[src/rtl/hub_regs_pkg.sv]
// Purpose: Shared constants and types of the hub control register logic
// Assumes: Registers are 8 bits wide and reached over the local I2C target
// Notes:   Offsets are register indices as seen by the I2C pointer byte
package hub_regs_pkg;

  // ==========================================================================
  // Register offsets
  localparam logic [7:0] REG_LOCAL_ID     = 8'h00;
  localparam logic [7:0] REG_GEN_STATUS   = 8'h04;
  localparam logic [7:0] REG_PORT_SEL     = 8'h4C;
  localparam logic [7:0] REG_CC_CONFIG    = 8'h58;
  localparam logic [7:0] REG_REMOTE_ALIAS = 8'h5C;

  // ==========================================================================
  // Field positions
  localparam int PSEL_RD_BIT      = 4;  // Read port select
  localparam int PSEL_PORTNUM_BIT = 5;  // Physical port number readback
  localparam int CC_PASS_BIT      = 6;  // Passthrough by alias
  localparam int CC_PASS_ALL_BIT  = 7;  // Passthrough all (stored only)
  localparam int ALIAS_AUTOACK    = 0;  // Auto acknowledge of writes
  localparam int STS_CKSUM_BIT    = 7;
  localparam int STS_INIT_BIT     = 6;
  localparam int STS_REFCLK_BIT   = 3;
  localparam int STS_LOCK_BIT     = 2;
  localparam int STS_PASS_BIT     = 1;
  localparam int STS_CLKDET_BIT   = 0;

  // ==========================================================================
  // Values after reset and strap decode
  localparam logic [7:0] PORT_SEL_RST   = 8'h01;
  localparam logic [7:0] CC_CONFIG_RST  = 8'h00;
  localparam logic [7:0] ALIAS_RST      = 8'h00;
  localparam logic [6:0] ADDR_BASE_DEF  = 7'h30;
  localparam logic [6:0] ADDR_BASE_MAX  = 7'h74;
  localparam int         STRAP_W        = 2;
  localparam int         NUM_PORTS      = 2;
  localparam int         RAW_STS_W      = 7;

  // ==========================================================================
  // Forward request kinds and controller states
  typedef enum logic [1:0] {
    FWD_ADDR  = 2'h0,
    FWD_WRITE = 2'h1,
    FWD_READ  = 2'h2,
    FWD_STOP  = 2'h3
  } fwd_kind_t;

  typedef enum logic [3:0] {
    S_IDLE = 4'h0,
    S_ADDR = 4'h1,
    S_PTR  = 4'h3,
    S_WR   = 4'h2,
    S_RD   = 4'h6,
    S_FW   = 4'h7,
    S_FR   = 4'h5
  } hub_state_t;

endpackage : hub_regs_pkg

[src/rtl/i2c_target_phy.sv]
// Purpose: Bit level I2C target front end: sync, start/stop, byte shifter
// Assumes: Pins sampled by CLK_SYS; SCL high and low phases last >= 4 clocks
// Notes:   Drives SDA and SCL low only; stretch holds SCL low while asked
module i2c_target_phy
  import hub_regs_pkg::*;
(
  // Clock and reset
  input  wire logic       clk_sys,
  input  wire logic       sys_rst,
  // Pin samples and drives
  input  wire logic       scl_in,
  input  wire logic       sda_in,
  output logic            scl_oe,
  output logic            sda_oe,
  // Controls from the register logic
  input  wire logic       tx_mode,
  input  wire logic       ack_en,
  input  wire logic [7:0] tx_byte,
  input  wire logic       stretch,
  // Events and received data
  output logic            start_p,
  output logic            stop_p,
  output logic            byte_p,
  output logic            ack_p,
  output logic            master_ack,
  output logic [7:0]      rx_byte
);

  typedef struct packed {
    logic [1:0] scl_sy;
    logic [1:0] sda_sy;
    logic       scl_p;
    logic       sda_p;
    logic [3:0] cnt;
    logic [7:0] sh;
    logic [7:0] tx;
    logic       sda_oe;
    logic       scl_oe;
    logic       start;
    logic       stop;
    logic       byte_p;
    logic       ack_p;
    logic       mack;
  } phy_t;

  phy_t st_q;
  phy_t st_d;
  logic scl;
  logic sda;

  // ==========================================================================
  // Line sampling, framing and bit handling
  assign scl = st_q.scl_sy[1];
  assign sda = st_q.sda_sy[1];

  // One pass per clock: conditions first, then the low phase drive
  always_comb
  begin
    st_d        = st_q;
    st_d.start  = 1'b0;
    st_d.stop   = 1'b0;
    st_d.byte_p = 1'b0;
    st_d.ack_p  = 1'b0;
    st_d.scl_sy = {st_q.scl_sy[0], scl_in};
    st_d.sda_sy = {st_q.sda_sy[0], sda_in};
    st_d.scl_p  = scl;
    st_d.sda_p  = sda;
    // Stretch only begins in a low phase so no false edge is made
    st_d.scl_oe = stretch & (~scl | st_q.scl_oe);
    if (scl && st_q.scl_p && st_q.sda_p && !sda)
    begin
      st_d.start  = 1'b1;
      st_d.cnt    = 4'h0;
      st_d.sda_oe = 1'b0;
    end
    else if (scl && st_q.scl_p && !st_q.sda_p && sda)
    begin
      st_d.stop   = 1'b1;
      st_d.cnt    = 4'h0;
      st_d.sda_oe = 1'b0;
    end
    else if (scl && !st_q.scl_p)
    begin
      if (st_q.cnt < 4'h8)
      begin
        st_d.sh     = {st_q.sh[6:0], sda};
        st_d.cnt    = st_q.cnt + 4'h1;
        st_d.byte_p = (st_q.cnt == 4'h7);
      end
      else if (st_q.cnt == 4'h8)
      begin
        st_d.cnt   = 4'h9;
        st_d.ack_p = 1'b1;
        st_d.mack  = ~sda;  // Master ack is SDA low
      end
    end
    else if (!scl)
    begin
      // Data is set up in the low phase and held while SCL is high
      if (st_q.cnt == 4'h8)
        st_d.sda_oe = ack_en & ~tx_mode;
      else if (st_q.cnt == 4'h9 || st_q.cnt == 4'h0)
      begin
        st_d.cnt    = 4'h0;
        st_d.tx     = tx_byte;
        st_d.sda_oe = tx_mode & ~tx_byte[7];
      end
      else
        st_d.sda_oe = tx_mode & ~st_q.tx[3'(4'h7 - st_q.cnt)];
    end
    if (sys_rst)
    begin
      st_d.cnt    = 4'h0;
      st_d.sda_oe = 1'b0;
      st_d.scl_oe = 1'b0;
      st_d.scl_p  = 1'b1;
      st_d.sda_p  = 1'b1;
      st_d.sh     = 8'h00;
      st_d.tx     = 8'h00;
      st_d.mack   = 1'b0;
    end
  end

  // State register
  always_ff @(posedge clk_sys)
  begin
    st_q <= st_d;
  end

  assign scl_oe     = st_q.scl_oe;
  assign sda_oe     = st_q.sda_oe;
  assign start_p    = st_q.start;
  assign stop_p     = st_q.stop;
  assign byte_p     = st_q.byte_p;
  assign ack_p      = st_q.ack_p;
  assign master_ack = st_q.mack;
  assign rx_byte    = st_q.sh;

endmodule : i2c_target_phy

[src/rtl/hub_ctrl_regs.sv]
// Purpose: I2C reachable control registers of a two port link hub
// Assumes: Forward channel logic shares CLK_SYS; status inputs are async
// Notes:   Alias traffic is forwarded byte by byte; SCL is stretched for each byte except auto-ack writes

module hub_ctrl_regs
  #(parameter logic [6:0] ADDR_BASE = hub_regs_pkg::ADDR_BASE_DEF)
(
  // System
  input  wire logic                       CLK_SYS,
  input  wire logic                       SYS_RST,
  // I2C pins, open drain
  input  wire logic                       SCL_IN,
  output logic                            SCL_OUT,
  output logic                            SCL_OE,
  input  wire logic                       SDA_IN,
  output logic                            SDA_OUT,
  output logic                            SDA_OE,
  // Address strap
  input  wire logic [1:0]                 ADDRESS_STRAP_PIN,
  // Raw link status
  input  wire logic                       CKSUM_CFG,
  input  wire logic                       INIT_DONE,
  input  wire logic                       REFCLK_VALID,
  input  wire logic                       PLL_LOCKED,
  input  wire logic                       DATA_VALID,
  input  wire logic                       LINK_PASS,
  input  wire logic                       CLK_DETECT,
  // Bidirectional control channel requests
  output logic                            FWD_REQ,
  output hub_regs_pkg::fwd_kind_t         FWD_KIND,
  output logic [7:0]                      FWD_DATA,
  output logic [1:0]                      FWD_PORTS,
  input  wire logic                       FWD_DONE,
  input  wire logic                       FWD_NACK,
  input  wire logic [7:0]                 FWD_RDATA
);
  import hub_regs_pkg::*;

  // ==========================================================================
  // State
  typedef struct packed {
    hub_state_t                        st;
    logic [7:0]                        ptr;
    logic                              rd_sel;
    logic [1:0]                        wr_en;
    logic [7:0]                        cc_cfg;
    logic [NUM_PORTS-1:0][7:0]         alias_r;
    logic [6:0]                        own_addr;
    logic [1:0][STRAP_W-1:0]           strap_sy;
    logic [RAW_STS_W-1:0]              sts0;
    logic [RAW_STS_W-1:0]              sts1;
    logic                              ack_en;
    logic                              tx_mode;
    logic [7:0]                        tx_byte;
    logic                              pend;
    logic                              pend_d;
    logic [1:0]                        tgt;
    logic                              fwd_req;
    fwd_kind_t                         fwd_kind;
    logic [7:0]                        fwd_data;
  } hub_t;

  hub_t                  st_q;
  hub_t                  st_d;
  logic                  start_p;
  logic                  stop_p;
  logic                  byte_p;
  logic                  ack_p;
  logic                  mack;
  logic [7:0]            rx;
  logic                  scl_oe_w;
  logic                  sda_oe_w;
  logic [NUM_PORTS-1:0]  match;
  logic [1:0]            tgt_r;
  logic [1:0]            tgt_w;
  logic                  passthru;
  logic                  auto_ack;
  logic                  ack_port;
  logic                  lock_now;
  logic [7:0]            status_img;
  logic [7:0]            sel_alias;

  // ==========================================================================
  // Elaboration check: the strap offsets must stay in the 7-bit space
  if (ADDR_BASE > ADDR_BASE_MAX)
  begin : g_bad_base
    $error("ADDR_BASE leaves no room for strap offsets");
  end

  // ==========================================================================
  // Pin front end
  i2c_target_phy u_phy (
    .clk_sys    (CLK_SYS),
    .sys_rst    (SYS_RST),
    .scl_in     (SCL_IN),
    .sda_in     (SDA_IN),
    .scl_oe     (scl_oe_w),
    .sda_oe     (sda_oe_w),
    .tx_mode    (st_q.tx_mode),
    .ack_en     (st_q.ack_en),
    .tx_byte    (st_q.tx_byte),
    .stretch    (st_q.pend | st_q.pend_d),
    .start_p    (start_p),
    .stop_p     (stop_p),
    .byte_p     (byte_p),
    .ack_p      (ack_p),
    .master_ack (mack),
    .rx_byte    (rx)
  );

  // ==========================================================================
  // Alias decode, one comparator per port copy
  for (genvar p = 0; p < NUM_PORTS; p++)
  begin : g_match
    assign match[p] = (st_q.alias_r[p][7:1] == rx[7:1]);
  end

  assign passthru  = st_q.cc_cfg[CC_PASS_BIT];
  assign tgt_r     = match[0] ? 2'b01 : 2'b10;
  // Broadcast only when both copies match and both may be written
  assign tgt_w     = (&match && &st_q.wr_en) ? 2'b11 : tgt_r;
  // Data bytes are no addresses; in the data phase the latched target decides
  assign ack_port  = (st_q.st == S_FW) ? st_q.tgt[0] : tgt_r[0];
  assign auto_ack  = ack_port ? st_q.alias_r[0][ALIAS_AUTOACK]
                              : st_q.alias_r[1][ALIAS_AUTOACK];
  assign sel_alias = st_q.alias_r[st_q.rd_sel];
  assign lock_now  = st_q.sts1[3] & st_q.sts1[2];

  // Status image; a fully healthy link reads back 0xCF
  always_comb
  begin
    status_img                 = 8'h00;
    status_img[STS_CKSUM_BIT]  = st_q.sts1[6];
    status_img[STS_INIT_BIT]   = st_q.sts1[5];
    status_img[STS_REFCLK_BIT] = st_q.sts1[4];
    status_img[STS_LOCK_BIT]   = lock_now;
    status_img[STS_PASS_BIT]   = st_q.sts1[1];
    status_img[STS_CLKDET_BIT] = st_q.sts1[0];
  end

  // Read mux; unmapped offsets read as zero
  function automatic logic [7:0] reg_val(input logic [7:0] a);
    logic [7:0] v;
    v = 8'h00;
    case (a)
      REG_LOCAL_ID:     v = {st_q.own_addr, 1'b0};
      REG_GEN_STATUS:   v = status_img;
      REG_PORT_SEL:
      begin
        v[PSEL_PORTNUM_BIT] = st_q.rd_sel;
        v[PSEL_RD_BIT]      = st_q.rd_sel;
        v[1:0]              = st_q.wr_en;
      end
      REG_CC_CONFIG:    v = st_q.cc_cfg;
      REG_REMOTE_ALIAS: v = sel_alias;
      default:          v = 8'h00;
    endcase
    return v;
  endfunction : reg_val

  // ==========================================================================
  // Transaction controller
  always_comb
  begin
    st_d          = st_q;
    st_d.fwd_req  = 1'b0;
    st_d.pend_d   = st_q.pend;
    st_d.strap_sy = {st_q.strap_sy[0], ADDRESS_STRAP_PIN};
    st_d.sts0     = {CKSUM_CFG, INIT_DONE, REFCLK_VALID, PLL_LOCKED,
                     DATA_VALID, LINK_PASS, CLK_DETECT};
    st_d.sts1     = st_q.sts0;
    // Channel answer ends the stretch
    if (st_q.pend && FWD_DONE)
    begin
      st_d.pend = 1'b0;
      if (st_q.fwd_kind == FWD_READ)
        st_d.tx_byte = FWD_RDATA;
      else
        st_d.ack_en = ~FWD_NACK;
    end
    if (start_p)
    begin
      st_d.st      = S_ADDR;
      st_d.ack_en  = 1'b0;
      st_d.tx_mode = 1'b0;
      st_d.pend    = 1'b0;
    end
    else if (stop_p)
    begin
      // A stop closes the remote transaction as well
      if (st_q.st == S_FW || st_q.st == S_FR)
      begin
        st_d.fwd_req  = 1'b1;
        st_d.fwd_kind = FWD_STOP;
      end
      st_d.st      = S_IDLE;
      st_d.ack_en  = 1'b0;
      st_d.tx_mode = 1'b0;
      st_d.pend    = 1'b0;
    end
    else if (byte_p)
    begin
      unique case (st_q.st)
        S_ADDR:
        begin
          if (rx[7:1] == st_q.own_addr)
          begin
            st_d.ack_en = 1'b1;
            st_d.st     = rx[0] ? S_RD : S_PTR;
          end
          else if (passthru && |match)
          begin
            st_d.tgt      = rx[0] ? tgt_r : tgt_w;
            st_d.st       = rx[0] ? S_FR : S_FW;
            st_d.fwd_req  = 1'b1;
            st_d.fwd_kind = FWD_ADDR;
            st_d.fwd_data = rx;
            st_d.ack_en   = ~rx[0] & auto_ack;
            st_d.pend     = rx[0] | ~auto_ack;
          end
          else
          begin
            st_d.ack_en = 1'b0;
            st_d.st     = S_IDLE;
          end
        end
        S_PTR:
        begin
          st_d.ptr = rx;
          st_d.st  = S_WR;
        end
        S_WR:
        begin
          case (st_q.ptr)
            REG_PORT_SEL:
            begin
              st_d.rd_sel = rx[PSEL_RD_BIT];
              st_d.wr_en  = rx[1:0];
            end
            REG_CC_CONFIG:    st_d.cc_cfg = rx;
            REG_REMOTE_ALIAS:
            begin
              for (int p = 0; p < NUM_PORTS; p++)
                if (st_q.wr_en[p])
                  st_d.alias_r[p] = rx;
            end
            default:          st_d.ptr = st_q.ptr;
          endcase
          st_d.ptr = st_q.ptr + 8'h01;
        end
        S_FW:
        begin
          // Auto-ack writes go out without waiting for the far end
          st_d.fwd_req  = 1'b1;
          st_d.fwd_kind = FWD_WRITE;
          st_d.fwd_data = rx;
          st_d.ack_en   = auto_ack;
          st_d.pend     = ~auto_ack;
        end
        S_IDLE, S_RD, S_FR:
          st_d.ack_en = st_q.ack_en;
        default:
          st_d.st = S_IDLE;
      endcase
    end
    else if (ack_p)
    begin
      if (st_q.st == S_RD)
      begin
        if (!st_q.tx_mode)
        begin
          st_d.tx_mode = st_q.ack_en;
          st_d.tx_byte = reg_val(st_q.ptr);
        end
        else if (mack)
        begin
          st_d.ptr     = st_q.ptr + 8'h01;
          st_d.tx_byte = reg_val(st_q.ptr + 8'h01);
        end
        else
        begin
          st_d.tx_mode = 1'b0;
          st_d.st      = S_IDLE;
        end
      end
      else if (st_q.st == S_FR)
      begin
        if ((!st_q.tx_mode && st_q.ack_en) || (st_q.tx_mode && mack))
        begin
          st_d.tx_mode  = 1'b1;
          st_d.fwd_req  = 1'b1;
          st_d.fwd_kind = FWD_READ;
          st_d.pend     = 1'b1;
        end
        else
        begin
          // Stay in the forward state so the I2C stop reaches the remote
          st_d.tx_mode = 1'b0;
        end
      end
    end
    if (SYS_RST)
    begin
      st_d.st       = S_IDLE;
      st_d.ptr      = 8'h00;
      st_d.rd_sel   = PORT_SEL_RST[PSEL_RD_BIT];
      st_d.wr_en    = PORT_SEL_RST[1:0];
      st_d.cc_cfg   = CC_CONFIG_RST;
      st_d.alias_r  = {NUM_PORTS{ALIAS_RST}};
      // Strap is caught from the synchroniser while reset is held
      st_d.own_addr = ADDR_BASE + {5'b00000, st_q.strap_sy[1]};
      st_d.ack_en   = 1'b0;
      st_d.tx_mode  = 1'b0;
      st_d.tx_byte  = 8'h00;
      st_d.pend     = 1'b0;
      st_d.pend_d   = 1'b0;
      st_d.tgt      = 2'b00;
      st_d.fwd_req  = 1'b0;
      st_d.fwd_kind = FWD_ADDR;
      st_d.fwd_data = 8'h00;
    end
  end

  // State register
  always_ff @(posedge CLK_SYS)
  begin
    st_q <= st_d;
  end

  // ==========================================================================
  // Outputs; open drain lines only ever pull low
  assign SCL_OUT   = 1'b0;
  assign SDA_OUT   = 1'b0;
  assign SCL_OE    = scl_oe_w;
  assign SDA_OE    = sda_oe_w;
  assign FWD_REQ   = st_q.fwd_req;
  assign FWD_KIND  = st_q.fwd_kind;
  assign FWD_DATA  = st_q.fwd_data;
  assign FWD_PORTS = st_q.tgt;
endmodule : hub_ctrl_regs

[config.mk]
export PLATFORM = sky130hd
export DESIGN_NAME = hub_ctrl_regs
export DESIGN_NICKNAME = d
export VERILOG_FILES = /design/src/rtl/hub_regs_pkg.sv /design/src/rtl/i2c_target_phy.sv /design/src/rtl/hub_ctrl_regs.sv
export SDC_FILE = /design/constraint.sdc
export NUM_CORES = 1
export LEC_CHECK = 0
export BUFFER_PORTS_ARGS = -buffer_cell sky130_fd_sc_hd__buf_2
export CORE_MARGIN = 2
export CORE_UTILIZATION = 23
export CTS_BUF_LIST = sky130_fd_sc_hd__clkbuf_4 sky130_fd_sc_hd__clkbuf_8
export DETAILED_ROUTE_END_ITERATION = 16
export REMOVE_ABC_BUFFERS = 1
export SLEW_MARGIN = 15
export SYNTH_ARGS = -nofsm -noshare
export SYNTH_HDL_FRONTEND = slang
export SYNTH_HIERARCHICAL = 1
export SYNTH_SLANG_ARGS = --single-unit
[constraint.sdc]
create_clock -name CLK_SYS -period 6.1 [get_ports CLK_SYS]
set_input_delay 1.22 -clock CLK_SYS [delete_from_list [all_inputs] [get_ports CLK_SYS]]
set_output_delay 1.22 -clock CLK_SYS [all_outputs]
set_load 0.05 [all_outputs]
=== Word-level counts from Yosys, hierarchy flattened ===
Cells that the tools add are included.

* Add/sub/neg operators: 4
* $mul: 0
* Divide/modulo/power cells: 0
* $lt $le $gt $ge: 3
* Equal/unequal tests: 37
* Shifts and indexed selects: 0
* Mux-type cells: 78
* Bitwise logic cells: 26
* Reductions and logical operators: 61

{| class="wikitable"
|+ Operators by type and width
! operator !! number
|-
| $mux W8 || 9
|-
| $eq A8 B7 Y1 const B || 6
|-
| $mux W12 || 4
|-
| $pmux W2 S4 || 6
|-
| $mux W4 || 8
|-
| $reduce_and A6 Y1 || 5
|-
| $mux W3 || 9
|-
| $mux W9 || 3
|-
| $reduce_and A5 Y1 || 5
|-
| $mux W1 || 24
|-
| $mux W11 || 2
|-
| $pmux W11 S2 || 1
|-
| $eq A7 B7 Y1 || 3
|-
| $pmux W2 S5 || 2
|-
| $not A1 Y1 || 17
|-
| $eq A4 B3 Y1 const B || 4
|-
| $eq A8 B3 Y1 const B || 2
|-
| $logic_not A8 Y1 || 2
|-
| $pmux W8 S2 || 1
|-
| $reduce_bool A2 Y1 || 7
|-
| $ne A2 B2 Y1 const B || 6
|-
| $ne A4 B3 Y1 const B || 3
|-
| $pmux W4 S3 || 1
|-
| $reduce_bool A4 Y1 || 3
|-
| other kinds (36) || 76
|}

* Bits in registers: 122
* Bits in latches: 0
* Memory bits (writable): 0
* Memory bits (read-only): 0
* Output and inout port bits: 17
* Logic and storage cells: 245
* Memories: 0

=== Depth between registers and ports, before layout ===
Gate-level depths: netlist of run 1.

* Depth in word-level cells: 10
* Gate-level depth with buffers: 10

=== Hierarchy ===
Netlist of run 1, hierarchy kept.

{| class="wikitable"
|+ Modules (own cells, without submodules)
! module !! instances !! cells an instance !! area an instance (sq um)
|-
| hub_ctrl_regs || 1 || 585 || 4773.3
|-
| i2c_target_phy || 1 || 147 || 1388.8
|}

=== Least setup slack after synthesis of run 1 ===
Ideal clock, no wire load.

* Path type: input port to flip-flop
* Start point: in FWD_DONE
* End point: reg st_q[20] (netlist bit)
* Setup time: 0.074 ns
* Data arrival time: 2.323 ns
* Setup slack: 3.703 ns
* Cell stages on the path: 7
* Cell sequence: nand4b_1 buf_2 mux2i_1 or2_1 o311a_1 a221o_1 a31oi_1

* Longest elaborated chain between the ends: 9

{| class="wikitable"
|+ Ends and longest elaborated chain
! what !! line !! source
|-
| from (decl) || hub_ctrl_regs.sv:33 || <nowiki>input wire logic FWD_DONE,</nowiki>
|-
| $logic_and A1 B1 Y1 * || hub_ctrl_regs.sv:173 || <nowiki>if (st_q.pend && FWD_DONE)</nowiki>
|-
| $mux W9 * || hub_ctrl_regs.sv:173 ||
|-
| $mux W8 || hub_ctrl_regs.sv:275 || <nowiki>else if (mack)</nowiki>
|-
| $mux W9 || hub_ctrl_regs.sv:270 || <nowiki>if (!st_q.tx_mode)</nowiki>
|-
| $mux W8 || hub_ctrl_regs.sv:268 || <nowiki>if (st_q.st == S_RD)</nowiki>
|-
| $mux W9 || hub_ctrl_regs.sv:266 || <nowiki>else if (ack_p)</nowiki>
|-
| $mux W8 || hub_ctrl_regs.sv:201 || <nowiki>else if (byte_p)</nowiki>
|-
| $mux W8 || hub_ctrl_regs.sv:188 || <nowiki>else if (stop_p)</nowiki>
|-
| $mux W8 * || hub_ctrl_regs.sv:181 || <nowiki>if (start_p)</nowiki>
|-
| to (signal assigned) || hub_ctrl_regs.sv:327 || <nowiki>st_q <= st_d;</nowiki>
|-
| to (decl) || hub_ctrl_regs.sv:63 || <nowiki>hub_t st_q;</nowiki>
|}

Mark *: on every way between the ends. The rest lies on a longest branch, timed or not.
A chain may end at the register's enable or synchronous reset.

=== Worst setup path after layout of run 1 ===
* Start point: reg st_q[78] (netlist bit)
* End point: reg st_q[16] (netlist bit)

* Longest elaborated chain between the ends: 10
* Elaborated cells between the ends (all ways): 20
* Classes of those cells: add/sub (1); eq/ne (8); mux (9); reduce/logical (2)

{| class="wikitable"
|+ Ends and longest elaborated chain
! what !! line !! source
|-
| $add A8 B1 Y8 || hub_ctrl_regs.sv:278 || <nowiki>st_d.tx_byte = reg_val(st_q.ptr + 8'h01);</nowiki>
|-
| $eq A8 B7 Y1 (tied with other cells) || hub_ctrl_regs.sv:145 || <nowiki>case (a)</nowiki>
|-
| $pmux W2 S5 || hub_ctrl_regs.sv:145 ||
|-
| $mux W8 || hub_ctrl_regs.sv:275 ||
|-
| $mux W9 * || hub_ctrl_regs.sv:270 ||
|-
| $mux W8 * || hub_ctrl_regs.sv:268 ||
|-
| $mux W9 * || hub_ctrl_regs.sv:266 ||
|-
| $mux W8 * || hub_ctrl_regs.sv:201 ||
|-
| $mux W8 * || hub_ctrl_regs.sv:188 ||
|-
| $mux W8 * || hub_ctrl_regs.sv:181 ||
|}

Marked as above.

==> out/summary.json, run 1 <==
{
  "status": "complete, no violations",
  "r2r_cells": 7,
  "cp_common_cell": "sky130_fd_sc_hd__a21oi_1",
  "num_vias": 5235,
  "drive_gt1_share_pct": 12.5,
  "core-area_sq_um": 26200,
  "tritoncts": "built",
  "max_freq_mhz": 369,
  "cellLeakagePower_nw": 2.60,
  "wire_length_of_the_first_global_routing_pass_mm": 27.6,
  "nets": 751,
  "htree_num_levels": 4,
  "synthToLayoutAreaGrowth_pct": 11.6,
  "worst_skew_pair.late_latency_ps": 450,
  "asyncSetResetFlopFracSynth_pct": 0,
  "postRouteAntennaNets": 0,
  "crit_chain": "ha_1 -> inv_1 -> or4_1 -> a21oi_1 -> a22oi_1 -> a21oi_1 -> o21a_1",
  "share_seq_of_total_power_pct": 47.1,
  "chipWidth_um": 168,
  "cts_resized": 0,
  "min_delay_src": "u_phy/st_d[30]",
  "power.internal_w": 0.00126,
  "ctsRootBufferMaster": "sky130_fd_sc_hd__clkbuf_8",
  "period_share_pct": 44.5,
  "average_via_count_per_standard_cell": 4.89,
  "count_of_endpoints_failing_setup_in_the_final_report": 0,
  "net_switching_fraction_of_the_power_pct": 24.0,
  "floorplan.io_pins": 40,
  "power_density_over_cell_area_nw_per_um2": 241,
  "syn_area_per_cell_sq_um": 8.42,
  "fin_setup_tns_ps": 0,
  "finalMaxSlewViolations": 0,
  "route.detailed.drc": 0,
  "port-buffer-count": 37,
  "fin_total_pwr_w": 0.00166,
  "hold_class": "reg2reg",
  "fp-row-count": 59,
  "vdd_ir_drop_max_v": 0.0000970,
  "drt_pass1_iterations": 5,
  "crit_cells": 7,
  "post_cts.repair.setup_buffers": 0,
  "synthFlopType": "sky130_fd_sc_hd__dfxtp_1",
  "grt_setup_unrepaired": "no",
  "hold_violations_final": 0,
  "drv_cap": 0,
  "num_antenna_cells": 0,
  "p_sw_w": 0.000398,
  "pin_slew_with_the_least_headroom_to_its_limit_ps": 883,
  "clock_skew_ps": 15.8,
  "category_of_the_worst_setup_path_capture_point": "register",
  "antenna_found_initial": 0,
  "initial_utilization_pct": 23.5,
  "globalRoute.totalOverflow": 0,
  "critical_path_peak_fanout": 11,
  "synth.lib_cells_used.distinct": 87,
  "final.fill_count": 2830,
  "gp_congestion": 0.900,
  "fin_ws_ps": 3390,
  "power.share.clock_pct": 49.8,
  "worstPathBufferInverterCount": 1,
  "combinationalPowerShare_pct": 3.1,
  "first_iter_violations": 486,
  "mostFrequentLayoutCell": "sky130_fd_sc_hd__dfxtp_1",
  "routed_wire_length_per_instance_um": 16.2,
  "worst_slew_margin_rel_pct": 40.7,
  "post_synthesis_sequential_element_count": 116,
  "slowest_stage_cell_on_the_critical_path": "sky130_fd_sc_hd__ha_1",
  "most-common-layout-cells": "sky130_fd_sc_hd__dfxtp_1 (114), sky130_fd_sc_hd__nand2_1 (79), sky130_fd_sc_hd__nor2_1 (67)",
  "seq_area_frac_synth_pct": 38.0,
  "critical_path_class": "reg2reg",
  "regToRegStartpoint": "st_q[78]",
  "hpwlAfterDp_mm": 12.4,
  "clkSinkCount": 116,
  "clkTransAtPathRegs_ps": 80,
  "cts-root-to-sink-buffers": 2,
  "grtUsageTotal_pct": 12.5,
  "floorplan.die.height_um": 168,
  "period_minus_slack_ps": 2710,
  "required_ps": 6500,
  "grt_pass1_vias": 4929,
  "dp_slack_ps": 3100,
  "cp_data_arrival_time_ps": 3110,
  "die_area_sq_um": 28100,
  "drt-total-wl_mm": 17.3,
  "postSynthCellCount": 732,
  "hold_buffers": 0,
  "worstSetupStartpointType": "register",
  "min_path_cells": 0,
  "grt_max_degree": 48,
  "critical_path_start": "st_q[78]",
  "synth.cell_area_sq_um": 6160,
  "family_of_cells_with_the_greatest_summed_delay_on_the_critical_path": "compound AO/OA/AOI/OAI gates",
  "timing.critical_path.slowest_cell_delay_ps": 550,
  "tritoncts.num_buffers": 17,
  "synthesis.yosys.warnings": 6,
  "synth-edff-count": 2
}
## final timing paths
check              end  slack [ps]
max           st_q[16]        3390
min reg2reg  u_phy/sda         330
min          u_phy/sda         330
max reg2reg   st_q[16]        3390
## kinds of logic (layout without fill, tap and decap cells)
kind of cell	after synthesis	after routing	synth area share [%]
adder cells (fa/ha/maj)	6	6	1.22
XOR/XNOR	21	21	2.98
AND/OR/NAND/NOR	264	264	21.2
other	1	2	0.0609
AO/OA/AOI/OAI	171	171	19.4
multiplexers	56	56	9.26
buffers and inverters	97	99	7.88
flip-flops	116	116	38.0
## power by group through the flow
| stage | registers (W) | logic [W] | clock network [W] |
|---|---|---|---|
| finish | 0.000781 | 0.0000513 | 0.000826 |
| detailed placement | 0.000798 | 0.0000516 | 0 |
| global route | 0.000782 | 0.0000559 | 0.000878 |
| floorplan | 0.000795 | 0.0000243 | 0 |
| CTS | 0.000780 | 0.0000519 | 0.000845 |
| global placement | 0.000798 | 0.0000517 | 0 |
## layer usage
layer,part of all wire (%),track usage [%],vias to the layer above
met5,0,0,-
met4,1.7,4.54,0
met3,4.4,2.62,18
met2,46,19.7,142
met1,48,16.7,2493
li1,-,-,2582
## synth_stat cells, types with 10 or more instances
master,number,area [sq um]
sky130_fd_sc_hd__dfxtp_1,114,2280
sky130_fd_sc_hd__nand2_1,79,297
sky130_fd_sc_hd__nor2_1,67,251
sky130_fd_sc_hd__a21oi_1,56,280
sky130_fd_sc_hd__mux2i_1,48,480
sky130_fd_sc_hd__clkbuf_1,35,131
sky130_fd_sc_hd__nand3_1,30,150
sky130_fd_sc_hd__inv_1,24,90.1
sky130_fd_sc_hd__buf_4,23,173
sky130_fd_sc_hd__nor3_1,17,85.1
sky130_fd_sc_hd__nand2b_1,13,81.3
sky130_fd_sc_hd__xnor2_1,13,114
sky130_fd_sc_hd__o21ai_0,12,60.1
sky130_fd_sc_hd__o211ai_1,11,82.6
sky130_fd_sc_hd__buf_2,10,50.1
## state kept, by name (all words and copies together), names as in the netlist
signal,cells
FWD_KIND,2
u_phy/st_d,2
u_phy/byte_p,1
u_phy/ack_p,1
u_phy/start_p,1
u_phy/stop_p,1
u_phy/st_q,14
u_phy/master_ack,1
passthru,1
FWD_PORTS,2
FWD_REQ,1
st_d,9
u_phy/scl_oe,1
u_phy/sda,1
u_phy/sda_oe,1
u_phy/scl,1
u_phy/rx_byte,8
st_q,60
FWD_DATA,8
## cell type report
type / instances / area (sq um) / share of cell area (%)
Clock inverter: 13 / 191 / 2.78
Sequential cell: 116 / 2340 / 34.1
Timing Repair Buffer: 42 / 223 / 3.24
Clock buffer: 19 / 262 / 3.80
Multi-Input combinational cell: 520 / 3340 / 48.6
Tap cell: 335 / 419 / 6.10
Inverter: 25 / 93.8 / 1.36
## stage by stage
stage          instance area, sq um  hold slack, ps  std cells  util (%)
2_1_floorplan                  5770             310        661         -
5_1_grt                        6880             333       1070      26.2
6_report                       6880             328       1070      26.2
3_5_place_dp                   6420             312       1038      24.5
4_1_cts                        6880             329       1070      26.2
3_3_place_gp                   6420             314       1038      24.5
## worst reg2reg max path, delay by kind of cell (launching register included)
kind / cells / cell delay, ps
and+or+nand+nor: 1 / 510
AOI/OAI and AO/OA: 4 / 950
buffers and inverters: 1 / 230
adders and majority gates: 1 / 550
DFF: 1 / 430
Note: power is estimated with default switching activity, not from simulation.
==> inputs of run 2 (changes only) <==
clock period = 2.43 ns   (was 6.1 ns; I/O delays follow)
==> out/summary.json, run 2 (synthesis results as in run 1) <==
{
  "status": {"value": "complete, no violations", "change": "unchanged"},
  "wire_length_of_the_first_global_routing_pass": {"value": 28.1, "unit": "mm", "change": "was 27.6 mm"},
  "route.detailed.drc": {"value": 0, "change": "unchanged"},
  "cellLeakagePower": {"value": 2.78, "unit": "nW", "change": "was 2.60 nW"},
  "crit_cells": {"value": 8, "change": "was 7"},
  "drv_cap": {"value": 0, "change": "unchanged"},
  "drt-total-wl": {"value": 17.5, "unit": "mm", "change": "was 17.3 mm"},
  "die_area": {"value": 28100, "unit": "sq um", "change": "unchanged"},
  "num_antenna_cells": {"value": 0, "change": "unchanged"},
  "min_path_cells": {"value": 1, "change": "was 0"},
  "worst_slew_margin_rel": {"value": 53.9, "unit": "%", "change": "was 40.7%"},
  "max_freq": {"value": 443, "unit": "MHz", "change": "was 369 MHz"},
  "fin_hold_ws": {"value": 120, "unit": "ps", "change": "was 328 ps"},
  "port-buffer-count": {"value": 37, "change": "unchanged"},
  "most-common-layout-cells": {"value": "sky130_fd_sc_hd__dfxtp_1 (114), sky130_fd_sc_hd__nand2_1 (79), sky130_fd_sc_hd__nor2_1 (67)", "change": "unchanged"},
  "ctsRootBufferMaster": {"value": "sky130_fd_sc_hd__clkbuf_8", "change": "unchanged"},
  "globalRoute.totalOverflow": {"value": 0, "change": "unchanged"},
  "nets": {"value": 790, "change": "was 751"},
  "hold_buffers": {"value": 0, "change": "unchanged"},
  "htree_num_levels": {"value": 4, "change": "unchanged"},
  "tritoncts.num_buffers": {"value": 17, "change": "unchanged"},
  "period_minus_slack": {"value": 2260, "unit": "ps", "change": "was 2710 ps"},
  "clkTransAtPathRegs": {"value": 80, "unit": "ps", "change": "about the same"},
  "busiest_metal_layer_after_global_routing": {"value": "met2", "change": "unchanged"},
  "stdcell_count": {"value": 1109, "change": "was 1070"},
  "worst_skew_pair.late_latency": {"value": 460, "unit": "ps", "change": "was 450 ps"},
  "chipWidth": {"value": 168, "unit": "um", "change": "unchanged"},
  "m2_gr_usage": {"value": 21.2, "unit": "%", "change": "was 19.7%"},
  "fp-row-count": {"value": 59, "change": "unchanged"},
  "r2r_cells": {"value": 8, "change": "was 7"},
  "grt_pass1_vias": {"value": 5119, "change": "was 4929"},
  "floorplan.die.height": {"value": 168, "unit": "um", "change": "unchanged"},
  "fin_setup_tns": {"value": 0, "unit": "ps", "change": "unchanged"},
  "hold_class": {"value": "in2reg", "change": "was reg2reg"},
  "synthToLayoutAreaGrowth": {"value": 15.4, "unit": "%", "change": "was 11.6%"},
  "grt_setup_unrepaired": {"value": "no", "change": "unchanged"},
  "critical_path_peak_fanout": {"value": 6, "change": "was 11"},
  "post_cts.repair.setup_buffers": {"value": 0, "change": "unchanged"},
  "tritoncts": {"value": "built", "change": "unchanged"},
  "layout.core_utilization": {"value": 27.1, "unit": "%", "change": "was 26.2%"},
  "timing.critical_path.slowest_cell_delay": {"value": 470, "unit": "ps", "change": "was 550 ps"},
  "initial_utilization": {"value": 23.5, "unit": "%", "change": "unchanged"},
  "cts-root-to-sink-buffers": {"value": 2, "change": "unchanged"},
  "clock_skew": {"value": 16.2, "unit": "ps", "change": "was 15.8 ps"},
  "dpl.cell_count": {"value": 1077, "change": "was 1038"},
  "period_share": {"value": 92.9, "unit": "%", "change": "was 44.5%"},
  "cp_data_arrival_time": {"value": 2650, "unit": "ps", "change": "was 3110 ps"},
  "grt_max_degree": {"value": 46, "change": "was 48"},
  "mostFrequentLayoutCell": {"value": "sky130_fd_sc_hd__dfxtp_1", "change": "unchanged"},
  "drive_gt1_share": {"value": 16.9, "unit": "%", "change": "was 12.5%"},
  "clkSinkCount": {"value": 116, "change": "unchanged"},
  "worstPathBufferInverterCount": {"value": 1, "change": "unchanged"},
  "power_density_over_cell_area": {"value": 542, "unit": "nW/um^2", "change": "was 241 nW/um^2"},
  "hold_violations_final": {"value": 0, "change": "unchanged"},
  "num_vias": {"value": 5374, "change": "was 5235"},
  "core-area": {"value": 26200, "unit": "sq um", "change": "unchanged"},
  "category_of_the_worst_setup_path_capture_point": {"value": "register", "change": "unchanged"},
  "place_area": {"value": 6720, "unit": "sq um", "change": "was 6420 sq um"},
  "critical_path_class": {"value": "reg2reg", "change": "unchanged"},
  "largest_register_ffs": {"value": 60, "change": "unchanged"},
  "postRouteAntennaNets": {"value": 0, "change": "unchanged"},
  "count_of_endpoints_failing_setup_in_the_final_report": {"value": 0, "change": "unchanged"},
  "floorplan.io_pins": {"value": 40, "change": "unchanged"},
  "drt_pass1_iterations": {"value": 5, "change": "unchanged"},
  "first_iter_violations": {"value": 333, "change": "was 486"},
  "vdd_ir_drop_max": {"value": 0.000196, "unit": "V", "change": "was 0.0000970 V"},
  "crit_chain": {"value": "inv_1 -> ha_1 -> or3b_1 -> nor2_1 -> o21ai_1 -> a21o_1 -> o41a_1 -> o211ai_2", "change": "was ha_1 -> inv_1 -> or4_1 -> a21oi_1 -> a22oi_1 -> a21oi_1 -> o21a_1"},
  "pin_slew_with_the_least_headroom_to_its_limit": {"value": 691, "unit": "ps", "change": "was 883 ps"},
  "post_layout_inst_area": {"value": 7110, "unit": "sq um", "change": "was 6880 sq um"},
  "largest-register": {"value": "st_q", "change": "unchanged"},
  "grtUsageTotal": {"value": 12.7, "unit": "%", "change": "was 12.5%"},
  "required": {"value": 2820, "unit": "ps", "change": "was 6500 ps"},
  "slowest_stage_cell_on_the_critical_path": {"value": "sky130_fd_sc_hd__or3b_1", "change": "was sky130_fd_sc_hd__ha_1"},
  "grt_use_met3": {"value": 3.05, "unit": "%", "change": "was 2.62%"},
  "antenna_found_initial": {"value": 0, "change": "unchanged"},
  "globalRouteMet1Util": {"value": 15.6, "unit": "%", "change": "was 16.7%"},
  "family_of_cells_with_the_greatest_summed_delay_on_the_critical_path": {"value": "simple AND/OR/NAND/NOR gates", "change": "was compound AO/OA/AOI/OAI gates"},
  "gp_congestion": {"value": 0.935, "change": "was 0.900"},
  "routed_wire_length_per_instance": {"value": 15.7, "unit": "um", "change": "was 16.2 um"},
  "hpwlAfterDp": {"value": 13.1, "unit": "mm", "change": "was 12.4 mm"},
  "finalMaxSlewViolations": {"value": 0, "change": "unchanged"},
  "worstSetupStartpointType": {"value": "register", "change": "unchanged"},
  "average_via_count_per_standard_cell": {"value": 4.85, "change": "was 4.89"}
}
run 2: cell count changes in the layout (fill, tap and decap cells not counted):
cell                        delta
sky130_fd_sc_hd__clkinv_4      +2
sky130_fd_sc_hd__buf_4        +39
sky130_fd_sc_hd__nor2_2        -1
sky130_fd_sc_hd__nor2_4        +1
sky130_fd_sc_hd__clkbuf_4      +2
sky130_fd_sc_hd__clkinv_2      +2
sky130_fd_sc_hd__bufinv_16     -3
sky130_fd_sc_hd__inv_4         -2
sky130_fd_sc_hd__clkbuf_8      +1
sky130_fd_sc_hd__inv_6         -2
run 2: final cells by class:
cell class                 instances  area [sq um]
fill                            2792         19100
multi-input combinational        520          3350
sequential                       116          2340
timing repair buffer              81           515
tap                              335           419
clock buffer                      22           290
clock inverter                    10          98.8
inverter                          25          93.8
run 2: per-layer routing:
layer  wire (um)  share of wire (%)
met1        7840                 45
met2        8400                 48
met3         706                4.0
met4         512                2.9
met5           0                  0
run 2: report_power, final:
group / switching [W] / internal (W) / total, W / leakage [nW]
clock: 0.000847 / 0.000918 / 0.00176 / 0.197
sequential: 0.0000252 / 0.00193 / 0.00196 / 0.947
combinational: 0.0000869 / 0.0000460 / 0.000133 / 1.64
total: 0.000959 / 0.00290 / 0.00386 / 2.78
run 2: worst paths after layout:
check / from / endpoint / slack, ps
setup / recovery: st_q[77] / st_q[15] / 170
hold reg to reg: st_d[27] / st_q[27] / 330
hold / removal: SCL_IN / u_phy/st_d[32] / 120
setup reg to reg: st_q[77] / st_q[15] / 170
run 2: timing repair:
action                                 CTS  global route
gates resized for setup                  0             1
setup endpoints to repair                0             1
endpoints found under the hold margin    0             0
run 2: per-stage QoR:
| stage | worst slack [ps] | total power (W) |
|---|---|---|
| finish | 173 | 0.00386 |
| global placement | 204 | 0.00214 |
| floorplan | -306 | 0.00206 |
| detailed placement | 200 | 0.00213 |
| global route | 19.2 | 0.00401 |
| CTS | 194 | 0.00392 |
==> inputs of run 3 (changes only) <==
==> constraint.sdc (replaced) <==
create_clock -name CLK_SYS -period 2.43 [get_ports CLK_SYS]
set_input_delay 0.243 -clock CLK_SYS [delete_from_list [all_inputs] [get_ports CLK_SYS]]
set_output_delay 0.243 -clock CLK_SYS [all_outputs]
set_load 0.05 [all_outputs]
==> out/summary.json, run 3 (synthesis results as in run 1) <==
{
  "reg2reg_to": {"value": "st_q[16]", "change": "was st_q[15]"},
  "num_antenna_cells": {"value": 0, "change": "unchanged"},
  "clkSinkCount": {"value": 116, "change": "unchanged"},
  "port-buffer-count": {"value": 37, "change": "unchanged"},
  "floorplan.io_pins": {"value": 40, "change": "unchanged"},
  "drv_cap": {"value": 0, "change": "unchanged"},
  "drive_gt1_share": {"value": 17.4, "unit": "%", "change": "was 16.9%"},
  "largest_register_ffs": {"value": 60, "change": "unchanged"},
  "tritoncts": {"value": "built", "change": "unchanged"},
  "post_cts.repair.setup_buffers": {"value": 0, "change": "unchanged"},
  "wire_length_of_the_first_global_routing_pass": {"value": 28.9, "unit": "mm", "change": "was 28.1 mm"},
  "clkTransAtPathRegs": {"value": 70, "unit": "ps", "change": "was 80 ps"},
  "finalMaxSlewViolations": {"value": 0, "change": "unchanged"},
  "reg2reg_slack": {"value": 150, "unit": "ps", "change": "was 170 ps"},
  "drt-total-wl": {"value": 17.9, "unit": "mm", "change": "was 17.5 mm"},
  "cp_data_arrival_time": {"value": 2680, "unit": "ps", "change": "was 2650 ps"},
  "route.detailed.drc": {"value": 0, "change": "unchanged"},
  "largest-register": {"value": "st_q", "change": "unchanged"},
  "average_via_count_per_standard_cell": {"value": 4.79, "change": "was 4.85"},
  "worst_slew_margin_rel": {"value": 52.2, "unit": "%", "change": "was 53.9%"},
  "regToRegStartpoint": {"value": "st_q[78]", "change": "was st_q[77]"},
  "initial_utilization": {"value": 23.5, "unit": "%", "change": "unchanged"},
  "floorplan.die.height": {"value": 168, "unit": "um", "change": "unchanged"},
  "nets": {"value": 808, "change": "was 790"},
  "most-common-layout-cells": {"value": "sky130_fd_sc_hd__dfxtp_1 (114), sky130_fd_sc_hd__nand2_1 (79), sky130_fd_sc_hd__nor2_1 (67)", "change": "unchanged"},
  "gp_congestion": {"value": 0.911, "change": "was 0.935"},
  "die_area": {"value": 28100, "unit": "sq um", "change": "unchanged"},
  "routed_wire_length_per_instance": {"value": 15.8, "unit": "um", "change": "was 15.7 um"},
  "worstHoldEndpoint": {"value": "st_q[22]", "change": "was u_phy/st_d[32]"},
  "core-area": {"value": 26200, "unit": "sq um", "change": "unchanged"},
  "max_freq": {"value": 438, "unit": "MHz", "change": "was 443 MHz"},
  "hold_class": {"value": "in2reg", "change": "unchanged"},
  "count_of_endpoints_failing_setup_in_the_final_report": {"value": 0, "change": "unchanged"},
  "synthToLayoutAreaGrowth": {"value": 17.5, "unit": "%", "change": "was 15.4%"},
  "category_of_the_worst_setup_path_capture_point": {"value": "register", "change": "unchanged"},
  "first_iter_violations": {"value": 429, "change": "was 333"},
  "place_area": {"value": 6770, "unit": "sq um", "change": "was 6720 sq um"},
  "chipWidth": {"value": 168, "unit": "um", "change": "unchanged"},
  "fp-row-count": {"value": 59, "change": "unchanged"},
  "min_path_cells": {"value": 5, "change": "was 1"},
  "r2r_cells": {"value": 7, "change": "was 8"},
  "grt_max_degree": {"value": 36, "change": "was 46"},
  "critical_path_peak_fanout": {"value": 6, "change": "unchanged"},
  "num_vias": {"value": 5397, "change": "was 5374"},
  "min_delay_src": {"value": "FWD_RDATA[7]", "change": "was SCL_IN"},
  "required": {"value": 2830, "unit": "ps", "change": "was 2820 ps"},
  "post_layout_inst_area": {"value": 7240, "unit": "sq um", "change": "was 7110 sq um"},
  "ctsRootBufferMaster": {"value": "sky130_fd_sc_hd__clkbuf_8", "change": "unchanged"},
  "globalRoute.totalOverflow": {"value": 0, "change": "unchanged"},
  "worst_skew_pair.late_latency": {"value": 460, "unit": "ps", "change": "about the same"},
  "critical_path_class": {"value": "reg2reg", "change": "unchanged"},
  "tritoncts.num_buffers": {"value": 17, "change": "unchanged"},
  "grt_setup_unrepaired": {"value": "no", "change": "unchanged"},
  "layout.core_utilization": {"value": 27.6, "unit": "%", "change": "was 27.1%"},
  "fin_setup_tns": {"value": 0, "unit": "ps", "change": "unchanged"},
  "mostFrequentLayoutCell": {"value": "sky130_fd_sc_hd__dfxtp_1", "change": "unchanged"},
  "cellLeakagePower": {"value": 2.84, "unit": "nW", "change": "was 2.78 nW"},
  "pin_slew_with_the_least_headroom_to_its_limit": {"value": 716, "unit": "ps", "change": "was 691 ps"},
  "hold_violations_final": {"value": 0, "change": "unchanged"},
  "power_density_over_cell_area": {"value": 523, "unit": "nW/um^2", "change": "was 542 nW/um^2"},
  "postRouteAntennaNets": {"value": 0, "change": "unchanged"},
  "grtUsageTotal": {"value": 13.1, "unit": "%", "change": "was 12.7%"},
  "cts-root-to-sink-buffers": {"value": 2, "change": "unchanged"},
  "worstSetupStartpointType": {"value": "register", "change": "unchanged"},
  "status": {"value": "complete, no violations", "change": "unchanged"},
  "vdd_ir_drop_max": {"value": 0.000175, "unit": "V", "change": "was 0.000196 V"},
  "drt_pass1_iterations": {"value": 5, "change": "unchanged"},
  "period_share": {"value": 93.9, "unit": "%", "change": "was 92.9%"},
  "clock_skew": {"value": 13.8, "unit": "ps", "change": "was 16.2 ps"},
  "antenna_found_initial": {"value": 0, "change": "unchanged"},
  "htree_num_levels": {"value": 4, "change": "unchanged"},
  "hpwlAfterDp": {"value": 13.3, "unit": "mm", "change": "was 13.1 mm"},
  "fin_hold_ws": {"value": 183, "unit": "ps", "change": "was 120 ps"},
  "period_minus_slack": {"value": 2280, "unit": "ps", "change": "was 2260 ps"},
  "grt_pass1_vias": {"value": 5319, "change": "was 5119"}
}
==> run 3: cell count changes in the layout (fill, tap and decap cells not counted), sizes merged <==
cell | previous run | this run
clkbuf | 22 | 19
buf | 81 | 88
dlygate4sd3 | 0 | 11
clkinvlp | 2 | 4
inv | 27 | 28
==> run 3: worst max path at each step <==
stage / cells past startpoint / end / from
6_report: 7 / st_q[16] / st_q[78]
5_1_grt: 7 / st_q[16] / st_q[77]
4_1_cts: 8 / st_q[20] / st_q[77]
3_5_place_dp: 8 / st_q[20] / st_q[77]
3_3_place_gp: 8 / st_q[20] / st_q[77]
2_1_floorplan: 6 / st_q[15] / st_q[79]
==> run 3: metal layers <==
metal / GRT usage [%] / part of all wire, % / up-vias
li1: - / - / 2687
met1: 16.2 / 45 / 2554
met2: 21.8 / 47 / 118
met3: 2.81 / 3.9 / 38
met4: 6.09 / 3.3 / 0
met5: 0 / 0 / -
==> run 3: cell type report <==
class	count	area [sq um]
Multi-Input combinational cell	520	3350
Clock inverter	13	109
Tap cell	335	419
Sequential cell	116	2340
Fill cell	2803	19000
Inverter	25	93.8
Clock buffer	19	249
Timing Repair Buffer	99	678
==> run 3: through the flow <==
stage                     setup WS, ps  total power [W]  std cells
final                              147          0.00378       1127
after global routing              44.2          0.00394       1127
after CTS                          203          0.00384       1127
after detailed placement           210          0.00214       1084
after global placement             228          0.00214       1084
after floorplan                   -306          0.00206        661
==> run 3: critical path: stages, from the launching register on <==
cell and delay (ps):
sky130_fd_sc_hd__dfxtp_1 420, sky130_fd_sc_hd__ha_1 280, sky130_fd_sc_hd__inv_1 90, sky130_fd_sc_hd__or4_1 470
sky130_fd_sc_hd__a21oi_1 390, sky130_fd_sc_hd__a22oi_1 200, sky130_fd_sc_hd__a21oi_1 240, sky130_fd_sc_hd__o21a_1 130
==> run 3: repair_timing <==
action	4_1_cts	5_1_grt
resized for setup	0	2
endpoints found under the setup margin	0	1
hold endpoints to repair	11	0
hold buffers	11	0
==> run 3: power by group <==
group | switching [W] | leakage (nW) | total (W) | internal, W
registers | 0.0000237 | 0.947 | 0.00196 | 0.00193
logic | 0.0000913 | 1.72 | 0.000151 | 0.0000594
clock network | 0.000854 | 0.179 | 0.00168 | 0.000824
